`src/rtl/psc_pkg.sv`:
```
package psc_pkg;

  // ****************************************************
  // Command/address phase layout
  // ****************************************************
  localparam int CA_BYTES      = 6;
  localparam int CA_RW_BIT     = 47;  // 1 = read
  localparam int CA_SPACE_BIT  = 46;  // 1 = register space
  localparam int CA_REGSEL_BIT = 0;   // 0 = primary, 1 = refresh/sleep/clock
  localparam logic REG_IDX_PRIMARY = 1'h0;
  localparam logic REG_IDX_REFRESH = 1'h1;

  // ****************************************************
  // primary_config_reg fields and reset values
  // ****************************************************
  localparam int CR0_AWAKE_BIT = 15;
  localparam int CR0_DRIVE_LSB = 12;
  localparam int CR0_RSVD_LSB  = 8;
  localparam int CR0_LAT_LSB   = 4;
  localparam int CR0_FIXED_BIT = 3;
  localparam int CR0_BURST_LSB = 0;
  localparam logic       CR0_AWAKE_RST = 1'h1;
  localparam logic [2:0] CR0_DRIVE_RST = 3'h0;
  localparam logic [3:0] CR0_RSVD_VAL  = 4'hF;
  localparam logic [3:0] CR0_LAT_RST   = 4'h7;
  localparam logic       CR0_FIXED_RST = 1'h1;
  localparam logic [2:0] CR0_BURST_RST = 3'h7;

  // ****************************************************
  // refresh_sleep_clock_config fields and reset values
  // ****************************************************
  localparam int CR1_RSVD_LSB   = 7;
  localparam int CR1_CLK_BIT    = 6;
  localparam int CR1_SLEEP_BIT  = 5;
  localparam int CR1_REGION_LSB = 2;
  localparam logic [8:0] CR1_RSVD_VAL   = 9'h1FF;
  localparam logic       CR1_CLK_RST    = 1'h1;
  localparam logic       CR1_SLEEP_RST  = 1'h0;
  localparam logic [2:0] CR1_REGION_RST = 3'h0;
  localparam logic [1:0] CR1_INTERVAL   = 2'h1;  // 4 us select-low limit

  // ****************************************************
  // Latency and timing
  // ****************************************************
  localparam logic [3:0] LAT_MIN       = 4'h3;
  localparam logic [3:0] LAT_MAX       = 4'h7;
  localparam int         CLK_PERIOD_NS = 10;

  typedef enum logic [2:0] {
    ST_IDLE = 3'b000,
    ST_CA   = 3'b001,
    ST_WR   = 3'b010,
    ST_LAT  = 3'b011,
    ST_RD   = 3'b100,
    ST_SKIP = 3'b101,
    ST_DEEP = 3'b110
  } psc_state_t;

endpackage : psc_pkg

```
`src/rtl/psc_config_core.sv`:
```
`timescale 1ns/1ps

module psc_config_core #(
  parameter int PD_ENTRY_NS = 1000
)(
  input  wire logic       clk,
  input  wire logic       reset,
  input  wire logic       csN,
  input  wire logic       busClk,
  input  wire logic       resetPinN,
  input  wire logic [7:0] dqIn,
  output logic      [7:0] dqOut,
  output logic            dqOe,
  input  wire logic       strobeMaskIn,
  output logic            strobeMaskOut,
  output logic            strobeMaskOe,
  input  wire logic       refreshPending,
  output logic      [3:0] latencyClocks,
  output logic            fixedLatency,
  output logic      [2:0] driveStrength,
  output logic            deepSleep,
  output logic            retentionSleep,
  output logic            singleEndedClk,
  output logic      [2:0] refreshRegion,
  output logic            refreshEnable
);

  // ****************************************************
  // Timing
  // ****************************************************
  // Entry time is a maximum, so the cycle count rounds down
  localparam int PD_CYC_RAW = PD_ENTRY_NS / psc_pkg::CLK_PERIOD_NS;
  localparam int PD_CYC     = (PD_CYC_RAW < 1) ? 1 : PD_CYC_RAW;
  localparam int PD_W       = $clog2(PD_CYC + 1);

  // ****************************************************
  // Pin synchronisers
  // ****************************************************
  logic [10:0] syncBus;

  psc_sync #(
    .WIDTH     (11),
    .RESET_VAL (11'h500)
  ) u_sync (
    .clk   (clk),
    .reset (reset),
    .din   ({csN, busClk, resetPinN, dqIn}),
    .dout  (syncBus)
  );

  wire       csS    = syncBus[10];
  wire       ckS    = syncBus[9];
  wire       rstPinS = syncBus[8];
  wire [7:0] dqS    = syncBus[7:0];

  // ****************************************************
  // State
  // ****************************************************
  psc_pkg::psc_state_t state_r;
  psc_pkg::psc_state_t state_nxt;
  logic              ckPrev_r;
  logic              csPrev_r;
  logic [2:0]        byteCnt_r;
  logic [47:0]       caReg_r;
  logic              extra_r;
  logic              regSel_r;
  logic [4:0]        latCnt_r;
  logic [7:0]        wrHi_r;
  logic              pdPend_r;
  logic [PD_W-1:0]   pdCnt_r;
  // Register fields
  logic              awake_r;
  logic [2:0]        drive_r;
  logic [3:0]        lat_r;
  logic              fixed_r;
  logic [2:0]        burst_r;
  logic              clkSel_r;
  logic              sleep_r;
  logic [2:0]        region_r;
  // Pin and status outputs
  logic [7:0]        dqOut_r;
  logic              dqOe_r;
  logic              strobeOut_r;
  logic              strobeOe_r;
  logic              deepSleep_r;
  logic              retention_r;
  logic              refreshEn_r;

  // ****************************************************
  // Edge and event decode
  // ****************************************************
  wire ckRise   = ckS & ~ckPrev_r;
  wire ckFall   = ~ckS & ckPrev_r;
  wire ckEdge   = ckRise | ckFall;
  wire csFall   = ~csS & csPrev_r;
  wire csRise   = csS & ~csPrev_r;
  wire pinReset = ~rstPinS;

  wire [47:0] caNext  = {caReg_r[39:0], dqS};
  wire        caDone  = (state_r == psc_pkg::ST_CA) && ckEdge &&
                        (byteCnt_r == 3'(psc_pkg::CA_BYTES - 1));
  wire        caRead  = caNext[psc_pkg::CA_RW_BIT];
  wire        caReg   = caNext[psc_pkg::CA_SPACE_BIT];
  wire        caRegRd = caReg & caRead;
  wire        caRegWr = caReg & ~caRead;

  // Latency per period; codes outside the supported range fall back to the maximum
  wire        latOk   = (lat_r >= psc_pkg::LAT_MIN) && (lat_r <= psc_pkg::LAT_MAX);
  wire [3:0]  latEff  = latOk ? lat_r : psc_pkg::LAT_MAX;
  // Two latency periods when fixed mode or refresh asked for more
  wire [4:0]  latTotal = extra_r ? {latEff, 1'b0} : {1'b0, latEff};
  wire        latLast  = ckRise && (latCnt_r == (latTotal - 5'h01));

  // Register write commits on the second data edge, never held off by refresh
  wire        wrCommit = (state_r == psc_pkg::ST_WR) && ckFall;
  wire [15:0] wrWord   = {wrHi_r, dqS};
  wire        wrPrim   = wrCommit && (regSel_r == psc_pkg::REG_IDX_PRIMARY);
  wire        wrRefr   = wrCommit && (regSel_r == psc_pkg::REG_IDX_REFRESH);

  // Deep power-down waits for the bus to go quiet
  wire deepEnter = pdPend_r && (pdCnt_r == '0) && csS &&
                   (state_r == psc_pkg::ST_IDLE);
  wire sleepWake = csFall && sleep_r && (state_r == psc_pkg::ST_IDLE);
  wire startTx   = csFall && (state_r == psc_pkg::ST_IDLE) && !sleep_r;

  // Readback words; reserved bits read as fixed ones
  wire [15:0] cr0Word = {awake_r, drive_r, psc_pkg::CR0_RSVD_VAL, lat_r, fixed_r, burst_r};
  wire [15:0] cr1Word = {psc_pkg::CR1_RSVD_VAL, clkSel_r, sleep_r, region_r,
                         psc_pkg::CR1_INTERVAL};
  wire [15:0] rdWord  = (regSel_r == psc_pkg::REG_IDX_REFRESH) ? cr1Word : cr0Word;

  // ****************************************************
  // Transaction sequencer
  // ****************************************************
  // Next state; reset pin overrides all, then deep power-down entry, then chip select release
  always_comb begin
    state_nxt = state_r;
    case (state_r)
      psc_pkg::ST_IDLE: begin
        if (csFall) state_nxt = sleep_r ? psc_pkg::ST_SKIP : psc_pkg::ST_CA;
      end
      psc_pkg::ST_CA: begin
        if (caDone) begin
          if (caRegWr) state_nxt = psc_pkg::ST_WR;
          else if (caRegRd) state_nxt = psc_pkg::ST_LAT;
          else state_nxt = psc_pkg::ST_SKIP;
        end
      end
      psc_pkg::ST_WR: begin
        if (ckFall) state_nxt = psc_pkg::ST_SKIP;
      end
      psc_pkg::ST_LAT: begin
        if (latLast) state_nxt = psc_pkg::ST_RD;
      end
      psc_pkg::ST_RD:   state_nxt = psc_pkg::ST_RD;
      psc_pkg::ST_SKIP: state_nxt = psc_pkg::ST_SKIP;
      psc_pkg::ST_DEEP: begin
        // Only chip select is watched here; the reset pin override below also ends this state
        if (csRise) state_nxt = psc_pkg::ST_IDLE;
      end
      default: state_nxt = psc_pkg::ST_IDLE;
    endcase
    if (csRise && state_r != psc_pkg::ST_DEEP) state_nxt = psc_pkg::ST_IDLE;
    if (deepEnter) state_nxt = psc_pkg::ST_DEEP;
    if (pinReset) state_nxt = psc_pkg::ST_IDLE;
  end

  // State and edge history
  always_ff @(posedge clk or posedge reset) begin
    if (reset) begin
      state_r  <= psc_pkg::ST_IDLE;
      ckPrev_r <= 1'h0;
      csPrev_r <= 1'h1;
    end else begin
      state_r  <= state_nxt;
      ckPrev_r <= ckS;
      csPrev_r <= csS;
    end
  end

  // Command/address shift, byte and latency counters
  always_ff @(posedge clk or posedge reset) begin
    if (reset) begin
      byteCnt_r <= 3'h0;
      caReg_r   <= 48'h0000_0000_0000;
      latCnt_r  <= 5'h00;
      regSel_r  <= 1'h0;
      wrHi_r    <= 8'h00;
    end else begin
      if (startTx) byteCnt_r <= 3'h0;
      else if (state_r == psc_pkg::ST_CA && ckEdge) byteCnt_r <= byteCnt_r + 3'h1;
      if (state_r == psc_pkg::ST_CA && ckEdge) caReg_r <= caNext;
      if (caDone) latCnt_r <= 5'h00;
      else if (state_r == psc_pkg::ST_LAT && ckRise) latCnt_r <= latCnt_r + 5'h01;
      if (caDone) regSel_r <= caNext[psc_pkg::CA_REGSEL_BIT];
      if (state_r == psc_pkg::ST_WR && ckRise) wrHi_r <= dqS;
    end
  end

  // Latency decision is frozen at transaction start
  always_ff @(posedge clk or posedge reset) begin
    if (reset) begin
      extra_r <= 1'h1;
    end else if (startTx) begin
      extra_r <= fixed_r | refreshPending;
    end
  end

  // ****************************************************
  // Configuration registers
  // ****************************************************
  // Defaults on reset, reset pin and deep power-down entry
  always_ff @(posedge clk or posedge reset) begin
    if (reset) begin
      awake_r  <= psc_pkg::CR0_AWAKE_RST;
      drive_r  <= psc_pkg::CR0_DRIVE_RST;
      lat_r    <= psc_pkg::CR0_LAT_RST;
      fixed_r  <= psc_pkg::CR0_FIXED_RST;
      burst_r  <= psc_pkg::CR0_BURST_RST;
      clkSel_r <= psc_pkg::CR1_CLK_RST;
      sleep_r  <= psc_pkg::CR1_SLEEP_RST;
      region_r <= psc_pkg::CR1_REGION_RST;
    end else if (pinReset || deepEnter) begin
      awake_r  <= psc_pkg::CR0_AWAKE_RST;
      drive_r  <= psc_pkg::CR0_DRIVE_RST;
      lat_r    <= psc_pkg::CR0_LAT_RST;
      fixed_r  <= psc_pkg::CR0_FIXED_RST;
      burst_r  <= psc_pkg::CR0_BURST_RST;
      clkSel_r <= psc_pkg::CR1_CLK_RST;
      sleep_r  <= psc_pkg::CR1_SLEEP_RST;
      region_r <= psc_pkg::CR1_REGION_RST;
    end else if (wrPrim) begin
      awake_r  <= wrWord[psc_pkg::CR0_AWAKE_BIT];
      drive_r  <= wrWord[psc_pkg::CR0_DRIVE_LSB +: 3];
      lat_r    <= wrWord[psc_pkg::CR0_LAT_LSB +: 4];
      fixed_r  <= wrWord[psc_pkg::CR0_FIXED_BIT];
      burst_r  <= wrWord[psc_pkg::CR0_BURST_LSB +: 3];
    end else if (wrRefr) begin
      // Reserved and interval bits ignore writes
      clkSel_r <= wrWord[psc_pkg::CR1_CLK_BIT];
      sleep_r  <= wrWord[psc_pkg::CR1_SLEEP_BIT];
      region_r <= wrWord[psc_pkg::CR1_REGION_LSB +: 3];
    end else if (sleepWake) begin
      sleep_r  <= 1'h0;
    end
  end

  // Deep power-down entry timer, armed by a cleared awake bit
  always_ff @(posedge clk or posedge reset) begin
    if (reset) begin
      pdPend_r <= 1'h0;
      pdCnt_r  <= '0;
    end else if (pinReset || deepEnter) begin
      pdPend_r <= 1'h0;
      pdCnt_r  <= '0;
    end else if (wrPrim && !wrWord[psc_pkg::CR0_AWAKE_BIT]) begin
      pdPend_r <= 1'h1;
      pdCnt_r  <= PD_W'(PD_CYC - 1);
    end else if (pdPend_r && pdCnt_r != '0) begin
      pdCnt_r  <= pdCnt_r - 1'b1;
    end
  end

  // ****************************************************
  // Bus pins
  // ****************************************************
  // Strobe driven through CA; released for zero-latency writes
  always_ff @(posedge clk or posedge reset) begin
    if (reset) begin
      strobeOut_r <= 1'h0;
      strobeOe_r  <= 1'h0;
      dqOut_r     <= 8'h00;
      dqOe_r      <= 1'h0;
    end else if (pinReset || csRise || state_r == psc_pkg::ST_DEEP) begin
      strobeOut_r <= 1'h0;
      strobeOe_r  <= 1'h0;
      dqOut_r     <= 8'h00;
      dqOe_r      <= 1'h0;
    end else if (startTx) begin
      strobeOut_r <= fixed_r | refreshPending;
      strobeOe_r  <= 1'h1;
    end else if (caDone) begin
      strobeOut_r <= 1'h0;
      strobeOe_r  <= caRegRd;
    end else if ((state_r == psc_pkg::ST_LAT && latLast) ||
                 (state_r == psc_pkg::ST_RD && ckRise)) begin
      strobeOut_r <= 1'h1;
      dqOut_r     <= rdWord[15:8];
      dqOe_r      <= 1'h1;
    end else if (state_r == psc_pkg::ST_RD && ckFall) begin
      strobeOut_r <= 1'h0;
      dqOut_r     <= rdWord[7:0];
    end
  end

  // Power state outputs; refresh is held off by reset and deep sleep
  always_ff @(posedge clk or posedge reset) begin
    if (reset) begin
      deepSleep_r <= 1'h0;
      retention_r <= 1'h0;
      refreshEn_r <= 1'h0;
    end else begin
      deepSleep_r <= (state_nxt == psc_pkg::ST_DEEP);
      retention_r <= sleep_r && csS && (state_r == psc_pkg::ST_IDLE);
      refreshEn_r <= !pinReset && (state_nxt != psc_pkg::ST_DEEP);
    end
  end

  // ****************************************************
  // Outputs
  // ****************************************************
  assign dqOut          = dqOut_r;
  assign dqOe           = dqOe_r;
  assign strobeMaskOut  = strobeOut_r;
  assign strobeMaskOe   = strobeOe_r;
  assign latencyClocks  = lat_r;
  assign fixedLatency   = fixed_r;
  assign driveStrength  = drive_r;
  assign deepSleep      = deepSleep_r;
  assign retentionSleep = retention_r;
  assign singleEndedClk = clkSel_r;
  assign refreshRegion  = region_r;
  assign refreshEnable  = refreshEn_r;

  // Strobe input is only meaningful for array write masking, not handled here
  wire unusedStrobeIn = strobeMaskIn;

endmodule : psc_config_core

```
`src/rtl/psc_sync.sv`:
```
`timescale 1ns/1ps

// ****************************************************
// Two-stage synchroniser for pin inputs
// ****************************************************
module psc_sync #(
  parameter int                 WIDTH     = 1,
  parameter logic [WIDTH-1:0]   RESET_VAL = '0
)(
  input  wire logic             clk,
  input  wire logic             reset,
  input  wire logic [WIDTH-1:0] din,
  output logic      [WIDTH-1:0] dout
);

  logic [WIDTH-1:0] meta_r;
  logic [WIDTH-1:0] hold_r;

  // First stage feeds only the second
  always_ff @(posedge clk or posedge reset) begin
    if (reset) begin
      meta_r <= RESET_VAL;
      hold_r <= RESET_VAL;
    end else begin
      meta_r <= din;
      hold_r <= meta_r;
    end
  end

  assign dout = hold_r;

endmodule : psc_sync

```
`config.mk`:
```
export PLATFORM = sky130hd
export DESIGN_NAME = psc_config_core
export DESIGN_NICKNAME = d
export VERILOG_FILES = /design/src/rtl/psc_pkg.sv /design/src/rtl/psc_config_core.sv /design/src/rtl/psc_sync.sv
export SDC_FILE = /design/constraint.sdc
export NUM_CORES = 1
export LEC_CHECK = 0
export CORE_MARGIN = 4
export CORE_UTILIZATION = 45
export CTS_CLUSTER_DIAMETER = 30
export CTS_CLUSTER_SIZE = 10
export DETAILED_ROUTE_END_ITERATION = 8
export DONT_BUFFER_PORTS = 1
export PLACE_DENSITY = 0.73
export REMOVE_ABC_BUFFERS = 1
export SKIP_LAST_GASP = 1
export SYNTH_ARGS = -nofsm -noshare
export SYNTH_HDL_FRONTEND = slang
export SYNTH_SLANG_ARGS = --single-unit
```
`constraint.sdc`:
```
create_clock -name clk -period 3.1 [get_ports clk]
set_input_delay 0.62 -clock clk [delete_from_list [all_inputs] [get_ports clk]]
set_output_delay 0.62 -clock clk [all_outputs]
set_load 0.005 [all_outputs]
```
* Word level (Yosys, flattened, before mapping)
Cells that the tools add are included.
Word-level totals: register bits after elaboration 124, bits in latches 0, memory bits (writable) 0, memory bits (read-only) 0, bits of input ports 15, output and inout bits 26, memories 0
Cells by class: $add $sub $neg 4, $mul 0, divide/modulo/power cells 0, magnitude comparators 2, eq/ne operators 14, shifts and indexed selects 0, muxes and demuxes 61, bitwise logic cells 15, reduce and logical (&&, ||, !) cells 49
Operators by type and width (count):
- $mux 3 | 20
- $mux 8 | 5
- $logic_and 1x1->1 | 25
- $mux 1 | 25
- $mux 7 | 3
- $pmux 3 s7 | 1
- $mux 16 | 1
- $eq 3x3->1 const B | 5
- $mux 5 | 3
- $mux 4 | 3
- $reduce_bool 2->1 | 6
- $reduce_bool 3->1 | 4
- $logic_not 7->1 | 1
- $not 1->1 | 7
- $reduce_bool 7->1 | 1
- $sub 7x1->7 const B | 1
- $and 1x1->1 | 6
- $eq 3x2->1 const B | 2
- $ne 2x1->1 const B | 3
- $ne 3x3->1 const B | 2
- $reduce_and 3->1 | 2
- $add 5x1->5 const B | 1
- $eq 5x5->1 | 1
- $reduce_bool 5->1 | 1
- 10 further kinds | 16

* Logic depth before layout (Yosys ltp)
Gate-level depths: netlist of the first run.
depth after elaboration 14, mapped depth 8

* Modules after synthesis
A second synthesis of the first run with hierarchy kept.
Second synthesis, totals: cell total of the unflattened synthesis 369, area total of the unflattened synthesis 4067.7 um^2
Modules (own cells, without submodules):
- psc_config_core | times used 1, cells an instance 346, area an instance 3508.4 um^2
- psc_sync | times used 1, cells an instance 23, area an instance 559.3 um^2

* Worst setup path before layout of the first run
No wires, ideal clock.
kind reg2reg, from reg lat_r[2] (netlist: latencyClocks[2]), to reg dqOut_r[5] (netlist: dqOut[5]), setup time 126 ps, arrival 2055 ps, data required time 2974 ps, path slack 919 ps, cell stages (with the launch flop) 8, buffers on the path 1, period minus slack after synthesis 2181 ps, cells stage by stage dfstp_2 > or3b_1 > a211o_1 > o41ai_2 > o2111ai_2 > buf_6 > o21a_1 > o311a_1
Between the ends: longest elaborated chain between the ends 13, elaborated cells between the ends (all ways) 16, those cells by class 1 x add/sub; 2 x order compare; 1 x eq/ne; 6 x mux; 6 x reduce/logical
Ends and longest elaborated chain:
- from (decl) | line psc_config_core.sv:74 | logic [3:0] lat_r;
- from (signal assigned) | line psc_config_core.sv:217 | lat_r <= psc_pkg::CR0_LAT_RST;
- from (signal assigned) | line psc_config_core.sv:226 | lat_r <= psc_pkg::CR0_LAT_RST;
- from (signal assigned) | line psc_config_core.sv:235 | lat_r <= wrWord[psc_pkg::CR0_LAT_LSB +: 4];
- $ge 4x2->1 / $le 4x3->1 (equally long branches) | line psc_config_core.sv:108 | wire latOk = (lat_r >= psc_pkg::LAT_MIN) && (lat_r <= psc_pkg::LAT_MAX);
- $logic_and 1x1->1 | line psc_config_core.sv:108
- $mux 4 * | line psc_config_core.sv:109 | wire [3:0] latEff = latOk ? lat_r : psc_pkg::LAT_MAX;
- $mux 5 * | line psc_config_core.sv:111 | wire [4:0] latTotal = extra_r ? {latEff, 1'b0} : {1'b0, latEff};
- $sub 5x1->5 * | line psc_config_core.sv:112 | wire latLast = ckRise && (latCnt_r == (latTotal - 5'h01));
- $eq 5x5->1 * | line psc_config_core.sv:112
- $logic_and 1x1->1 * | line psc_config_core.sv:112
- $logic_and 1x1->1 * | line psc_config_core.sv:285 | end else if ((state_r == psc_pkg::ST_LAT && latLast) ||
- $logic_or 1x1->1 * | line psc_config_core.sv:285
- $mux 8 | line psc_config_core.sv:285
- $mux 8 | line psc_config_core.sv:282 | end else if (caDone) begin
- $mux 8 | line psc_config_core.sv:279 | end else if (startTx) begin
- $mux 8 | line psc_config_core.sv:274 | end else if (pinReset || csRise || state_r == psc_pkg::ST_DEEP) begin
- to (signal assigned) | line psc_config_core.sv:288 | dqOut_r <= rdWord[15:8];
- to (signal assigned) | line psc_config_core.sv:292 | dqOut_r <= rdWord[7:0];
- to (decl) | line psc_config_core.sv:81 | logic [7:0] dqOut_r;
Mark *: on every way between the ends. The rest lies on a longest branch, timed or not. The select of a mux whose other input is x is not followed. A chain may end at the register's enable or synchronous reset.

* Worst setup path in the final report of the first run
from reg lat_r[2] (netlist: latencyClocks[2]), to reg dqOut_r[4] (netlist: dqOut[4])
The elaborated chain is that of the path after synthesis.

==> run summary, run 1 <==
Status = completed
Leak = 1.88 nW
Power per cell area = 514 mW/mm²
Psw = 0.000510 W
Setup violators final = 0
Die height = 103 µm
Post-synthesis adder-cell area fraction = 1.86%
Critical path capture point = dqOut[4]
Slowest cell on the critical path = dfstp_2
Final Hold Fails = 0
Final nets = 385
CP Launch Type = register
Final WL = 8000 µm
Async SR Flop Fraction = 100%
Number of DRC markers in iteration 0 = 119
Initial antenna violation count = 0
Post-CTS setup buffer count = 0
Buffers on Ports = 0
Setup TNS = 0 ps
EDFF count, synth = 0
Multi-input gate area = 0.00164 mm²
Starting Density = 46.2%
Xor/xnor share of the synthesized area = 2.83%
Grt ovf = 0
CP Class = register to register
Worst skew pair latency = 350 ps
Largest net degree at the start of global routing = 51
Crit path from = latencyClocks[2]
Die W = 103 µm
Max FO, Critical Path = 12
Critical path required time = 3350 ps
Synth top area share = 46.6%
Cell internal pwr = 0.00171 W
Sequential share of power = 58.5%
Min Tclk post-route = 2540 ps
Final Util = 49.6%
Hold buffers post-CTS = 0
Period utilization = 81.9%
Worst reg2reg startpoint = latencyClocks[2]
Most used DFF post-synth = dfrtp_1
Final antenna diode count = 0
Post-synth top area cell = dfrtp_1
CTS root buffer = clkbuf_8
Fmax = 394 MHz
DR WL/cell = 16.8 µm
Area growth syn-to-layout = 7.39%
Most common library cells after synthesis = dfrtp_1, nand2_1, nor2_1
Synth Area in Compound Gates = 12.0%
Crit Reg-Reg Endpoint = dqOut[4]
Post-synthesis instance area = 0.00403 mm²
Filler instances = 755
Antenna Nets Post-Route = 0
Mux contribution to synthesized area = 6.03%
Slew margin rel. = 43.2%
Switching Share = 22.9%
Peak VDD IR = 287 µV
Rows = 34
Most area-consuming cells after synthesis = dfrtp_1, dfstp_2, mux2_2
Vias in the first global route = 2,657
Synth Register Bits = 90
RSZ-0062 raised after global routing = no
Largest family of logic cells by synthesized area = simple AND/OR/NAND/NOR gates
Synth unique cells = 58
MaxCap Viol Count = 0
Drt drc = 0
Critical path cell sequence = or3b_1 -> a211o_1 -> o41ai_2 -> o2111ai_2 -> o21a_2 -> a221o_1
Worst EP arrival = 2790 ps
Total CTS buffers = 9
Post-cts resize count = 0
Worst-case clock buffer depth = 2
Crit path largest cell delay = 640 ps
# IOs = 41
Final GP Congestion = 0.873
Register area = 0.00227 mm²
R2r worst-path depth = 6
Share of cells above drive strength 1 = 16.5%
Clock power share = 35.3%
Yosys warns = 0
Avg Vias per Cell = 5.68
Post-DP HPWL = 5760 µm
Most numerous cell in the Yosys netlist = dfrtp_1
Full die area = 0.0105 mm²
Sequential fraction of the synthesis area = 56.4%
First-pass GRT wire length = 13,400 µm
Vias = 2,708
Worst Clk Skew = 11.9 ps
H-tree depth = 3
Reg2reg setup slack = 560 ps
Worst Tran Pin Value = 851 ps
Core footprint = 0.00872 mm²
Combinational Power Share = 6.2%
Sink Count = 90
GRT Util Overall = 16.5%
Reg clk slew, reported paths = 90 ps
Crit end category = register
Gate Count Post-Synth = 367
DRT Pass-1 Iters = 4
Post-synthesis simple-gate area fraction = 18.1%
Min-Delay Path Class = input port to register
Fin. max-slew vios = 0
Syn avg cell area = 11.0 µm²
CTS tree = done
## layout make-up
| class | count | share of cell area [%] |
|---|---|---|
| flip-flops and latches | 90 | 52.5 |
| multi-input cells | 250 | 38.0 |
| clock buffers | 12 | 3.36 |
| well taps | 108 | 3.12 |
| clock inverters | 4 | 1.19 |
| repair buffers | 5 | 1.16 |
| inverters | 8 | 0.723 |
## worst min path at each step
stage                                start           endpoint  cells past startpoint
after floorplan           u_sync.meta_r[0]     u_sync.dout[0]                      0
after global placement    u_sync.meta_r[4]     u_sync.dout[4]                      0
after detailed placement  u_sync.meta_r[0]     u_sync.dout[0]                      0
final                            resetPinN   u_sync.meta_r[8]                      0
after global routing                   csN  u_sync.meta_r[10]                      0
after CTS                        resetPinN   u_sync.meta_r[8]                      0
## critical path: cells and delay by family, from the launching register on
family             cells  cell delay (ps)
DFF                    1              640
AOI/OAI and AO/OA      5             1410
and+or+nand+nor        1              380
## placed cells by master, fill, tap and decap left out, drive strengths merged, types with 3 or more instances in the layout
cell | netlist | routed
a211oi | 3 | 3
clkbuf | 14 | 12
nor2b | 4 | 4
dfstp | 15 | 15
xnor2 | 7 | 7
and2 | 3 | 3
clkinv | 0 | 3
nor2 | 24 | 24
nand3 | 17 | 17
ha | 6 | 6
o21ai | 7 | 7
inv | 8 | 7
nand2 | 46 | 46
nand4b | 3 | 3
nor4b | 3 | 3
nand2b | 6 | 6
buf | 5 | 5
mux2 | 18 | 18
xor2 | 6 | 6
dfrtp | 75 | 75
a21oi | 20 | 20
o21a | 6 | 6
and3 | 7 | 7
mux2i | 4 | 4
a22o | 5 | 5
nor3 | 10 | 10
nand3b | 4 | 4
o211ai | 8 | 8
## metal layers
metal,vias up,track usage [%],wire [µm]
met5,-,0,0
met4,0,4.54,133
met3,12,5.28,518
met2,58,25.6,3750
met1,1349,22.3,3600
li1,1289,-,-
## power groups by stage
stage / clock network [W] / logic, W / registers, W
detailed placement: 0 / 0.000142 / 0.00132
global route: 0.000871 / 0.000155 / 0.00131
global placement: 0 / 0.000135 / 0.00132
CTS: 0.000812 / 0.000142 / 0.00130
finish: 0.000785 / 0.000139 / 0.00130
floorplan: 0 / 0.000111 / 0.00131
## stage by stage
stage	hold WS, ps	worst slack (ps)	instances	instance area (µm²)	power [W]
floorplan	331	170	348	3940	0.00142
global placement	332	598	461	4130	0.00146
detailed placement	335	557	461	4130	0.00147
CTS	240	559	477	4330	0.00226
global route	230	413	477	4330	0.00234
finish	264	560	477	4330	0.00222
## state kept, by name, indices dropped and copies added (netlist names), 4 cells and up
name	count
caReg_r	10
wrHi_r	4
u_sync.dout	11
dqOut	8
pdCnt_r	7
latencyClocks	4
u_sync.meta_r	11
latCnt_r	5
## cell families (layout without fill, tap and decap cells)
family                   Yosys count  count (layout)
buffers and inverters             27              29
XOR/XNOR                          13              13
AO/OA/AOI/OAI                     67              67
flip-flops                        90              90
adder cells (fa/ha/maj)            6               6
multiplexers                      22              22
AND/OR/NAND/NOR                  142             142
(Power assumes the default switching activity.)
==> run 2, diff against run 1 <==
--- a/config.mk
+++ b/config.mk
@@ -11,7 +11,7 @@
 export CTS_CLUSTER_SIZE = 10
 export DETAILED_ROUTE_END_ITERATION = 8
 export DONT_BUFFER_PORTS = 1
-export PLACE_DENSITY = 0.73
+export PLACE_DENSITY = 0.71
 export REMOVE_ABC_BUFFERS = 1
 export SKIP_LAST_GASP = 1
 export SYNTH_ARGS = -nofsm -noshare
==> constraint.sdc (replaced) <==
create_clock -name clk -period 2.48 [get_ports clk]
set_input_delay 0.496 -clock clk [delete_from_list [all_inputs] [get_ports clk]]
set_output_delay 0.496 -clock clk [all_outputs]
set_load 0.005 [all_outputs]
==> run 2 against run 1 <==
  * Worst setup slack got worse by 450 ps
  * Flip-flop and latch count did not move
  * Cell count up 1.5%
  * Largest cell class unchanged
  * Utilization up 0.42 points
  * Global-route usage grew 0.83 points
  * Critical endpoint is now dqOut[6]
  * Die area did not move
==> run summary, run 2 (same netlist as run 1, synthesis figures left out) <==
DRT Pass-1 Iters = 4 (unchanged)
Buffers on Ports = 0 (unchanged)
Final Hold Fails = 0 (unchanged)
Most common cell after layout, fill and taps aside = dfrtp_1
First-pass GRT wire length = 14,100 µm (+4.6%)
CP Launch Type = register
Final GP Congestion = 0.861 (-1.3%)
Die W = 103 µm (unchanged)
Full die area = 0.0105 mm² (unchanged)
Reg clk slew, reported paths = 90 ps (about the same)
Vias in the first global route = 2,772 (+4.3%)
CTS root buffer = clkbuf_8
Period utilization = 95.4% (+14 points)
H-tree depth = 3 (unchanged)
Filler instances = 765 (+1.3%)
Final nets = 392 (+1.8%)
Vias = 2,756 (+1.8%)
Largest net degree at the start of global routing = 61 (+20%)
# IOs = 41 (unchanged)
GRT Util Overall = 17.3% (+0.83 points)
Rows = 34 (unchanged)
Design area = 0.00436 mm² (+0.84%)
Hold_ws = 34.6 ps (-229 ps)
Min-Delay Path Class = input port to asynchronous set/reset pin
Max FO, Critical Path = 7 (-5)
DR WL/cell = 16.8 µm (+0.38%)
Setup TNS = 0 ps (unchanged)
Starting Density = 46.2% (unchanged)
Worst Clk Skew = 7.06 ps (-4.86 ps)
Slowest cell on the critical path = dfstp_2
DR WL met2 = 3870 µm (+3.1%)
Final WL = 8150 µm (+1.9%)
Peak VDD IR = 560 µV (+95%)
Placed cell area = 0.00418 mm² (+1.3%)
Sink Count = 90 (unchanged)
Worst skew pair latency = 350 ps (about the same)
Avg Vias per Cell = 5.69 (+0.30%)
Antenna Nets Post-Route = 0 (unchanged)
Post-DP HPWL = 5920 µm (+2.8%)
Max Used Layer = met4
Number of DRC markers in iteration 0 = 359 (+200%)
Share of cells above drive strength 1 = 18.6% (+2.1 points)
Fin. max-slew vios = 0 (unchanged)
Core footprint = 0.00872 mm² (unchanged)
Setup violators final = 0 (unchanged)
Initial antenna violation count = 0 (unchanged)
Slew margin rel. = 38.9% (-4.3 points)
Leak = 1.91 nW (+1.4%)
RSZ-0062 raised after global routing = no
Drt drc = 0 (unchanged)
Die height = 103 µm (unchanged)
Min Tclk post-route = 2370 ps (-173 ps)
Critical path cell sequence = or3b_1 -> a211o_1 -> o41ai_2 -> o2111ai_2 -> o21a_2 -> a221o_1
Final antenna diode count = 0 (unchanged)
Met3 routed WL = 574 µm (+11%)
Grt ovf = 0 (unchanged)
CTS tree = done
Worst Tran Pin Value = 910 ps (+58.9 ps)
Critical path required time = 2720 ps (-630 ps)
MaxCap Viol Count = 0 (unchanged)
Crit end category = register
Post-Route M1 WL = 3580 µm (-0.42%)
Status = completed
CP Class = register to register
Worst EP arrival = 2610 ps (-180 ps)
Fmax = 422 MHz (+7.3%)
Worst-case clock buffer depth = 2 (unchanged)
Total CTS buffers = 9 (unchanged)
Crit path largest cell delay = 590 ps (-50 ps)
Most frequent cells in the layout = dfrtp_1, nand2_1, nor2_1
Area growth syn-to-layout = 8.29%
Power per cell area = 618 mW/mm² (+20%)
Post-CTS setup buffer count = 0 (unchanged)
## run 2: cell types whose count changed in the layout (fill, tap and decap cells not counted), sizes merged
cell / previous run / this run
clkinv: 3 / 2
buf: 5 / 12
bufinv: 1 / 0
inv: 7 / 11
clkbuf: 12 / 10
## run 2: layer usage
metal	vias to the layer above	GRT usage, %
met5	-	0
met4	0	6.46
met3	10	5.01
met1	1364	23.3
li1	1309	-
met2	73	26.6
## run 2: report_power, final
| group | switching (W) | total, W | leakage [nW] | internal (W) |
|---|---|---|---|---|
| clock | 0.000515 | 0.000891 | 0.0881 | 0.000377 |
| sequential | 0.0000631 | 0.00163 | 1.15 | 0.00157 |
| combinational | 0.0000896 | 0.000175 | 0.677 | 0.0000854 |
| total | 0.000667 | 0.00270 | 1.91 | 0.00203 |
## run 2: worst paths after layout
kind | start | end | slack [ps] | cells past startpoint
max in group asynchronous | reset | extra_r | 1720 | 2
worst min register to register | u_sync.meta_r[4] | u_sync.dout[4] | 350 | 0
worst max-delay path | latencyClocks[2] | dqOut[6] | 110 | 6
worst max register to register | latencyClocks[2] | dqOut[6] | 110 | 6
min in group clk | csN | u_sync.meta_r[10] | 130 | 0
worst min-delay path | reset | u_sync.meta_r[7] | 30 | 1
## run 2: layout make-up
type	count	area (µm²)	share of cell area, %
inverter	8	31.3	0.717
timing repair buffer	12	103	2.35
sequential	90	2270	52.1
tap	108	135	3.10
clock buffer	10	128	2.93
clock inverter	6	47.5	1.09
multi-input combinational	250	1650	37.8
## run 2: what timing repair did
item                                    4_1_cts  5_1_grt
endpoints found under the setup margin        0        2
hold buffers                                  0        0
gates resized for setup                       0        2
## run 2: worst max-delay path: cells and delay by family, from the launching register on
kind,cells,cell delay [ps]
compound gates,5,1290
simple gates,1,370
flops,1,590
## run 2: metrics by stage
step	worst slack [ps]	cells	utilization [%]	total power, W
global placement	143	468	47.9	0.00182
detailed placement	118	468	47.9	0.00184
floorplan	-326	348	-	0.00177
global route	22.6	484	50.0	0.00283
CTS	108	484	50.0	0.00274
finish	113	484	50.0	0.00270
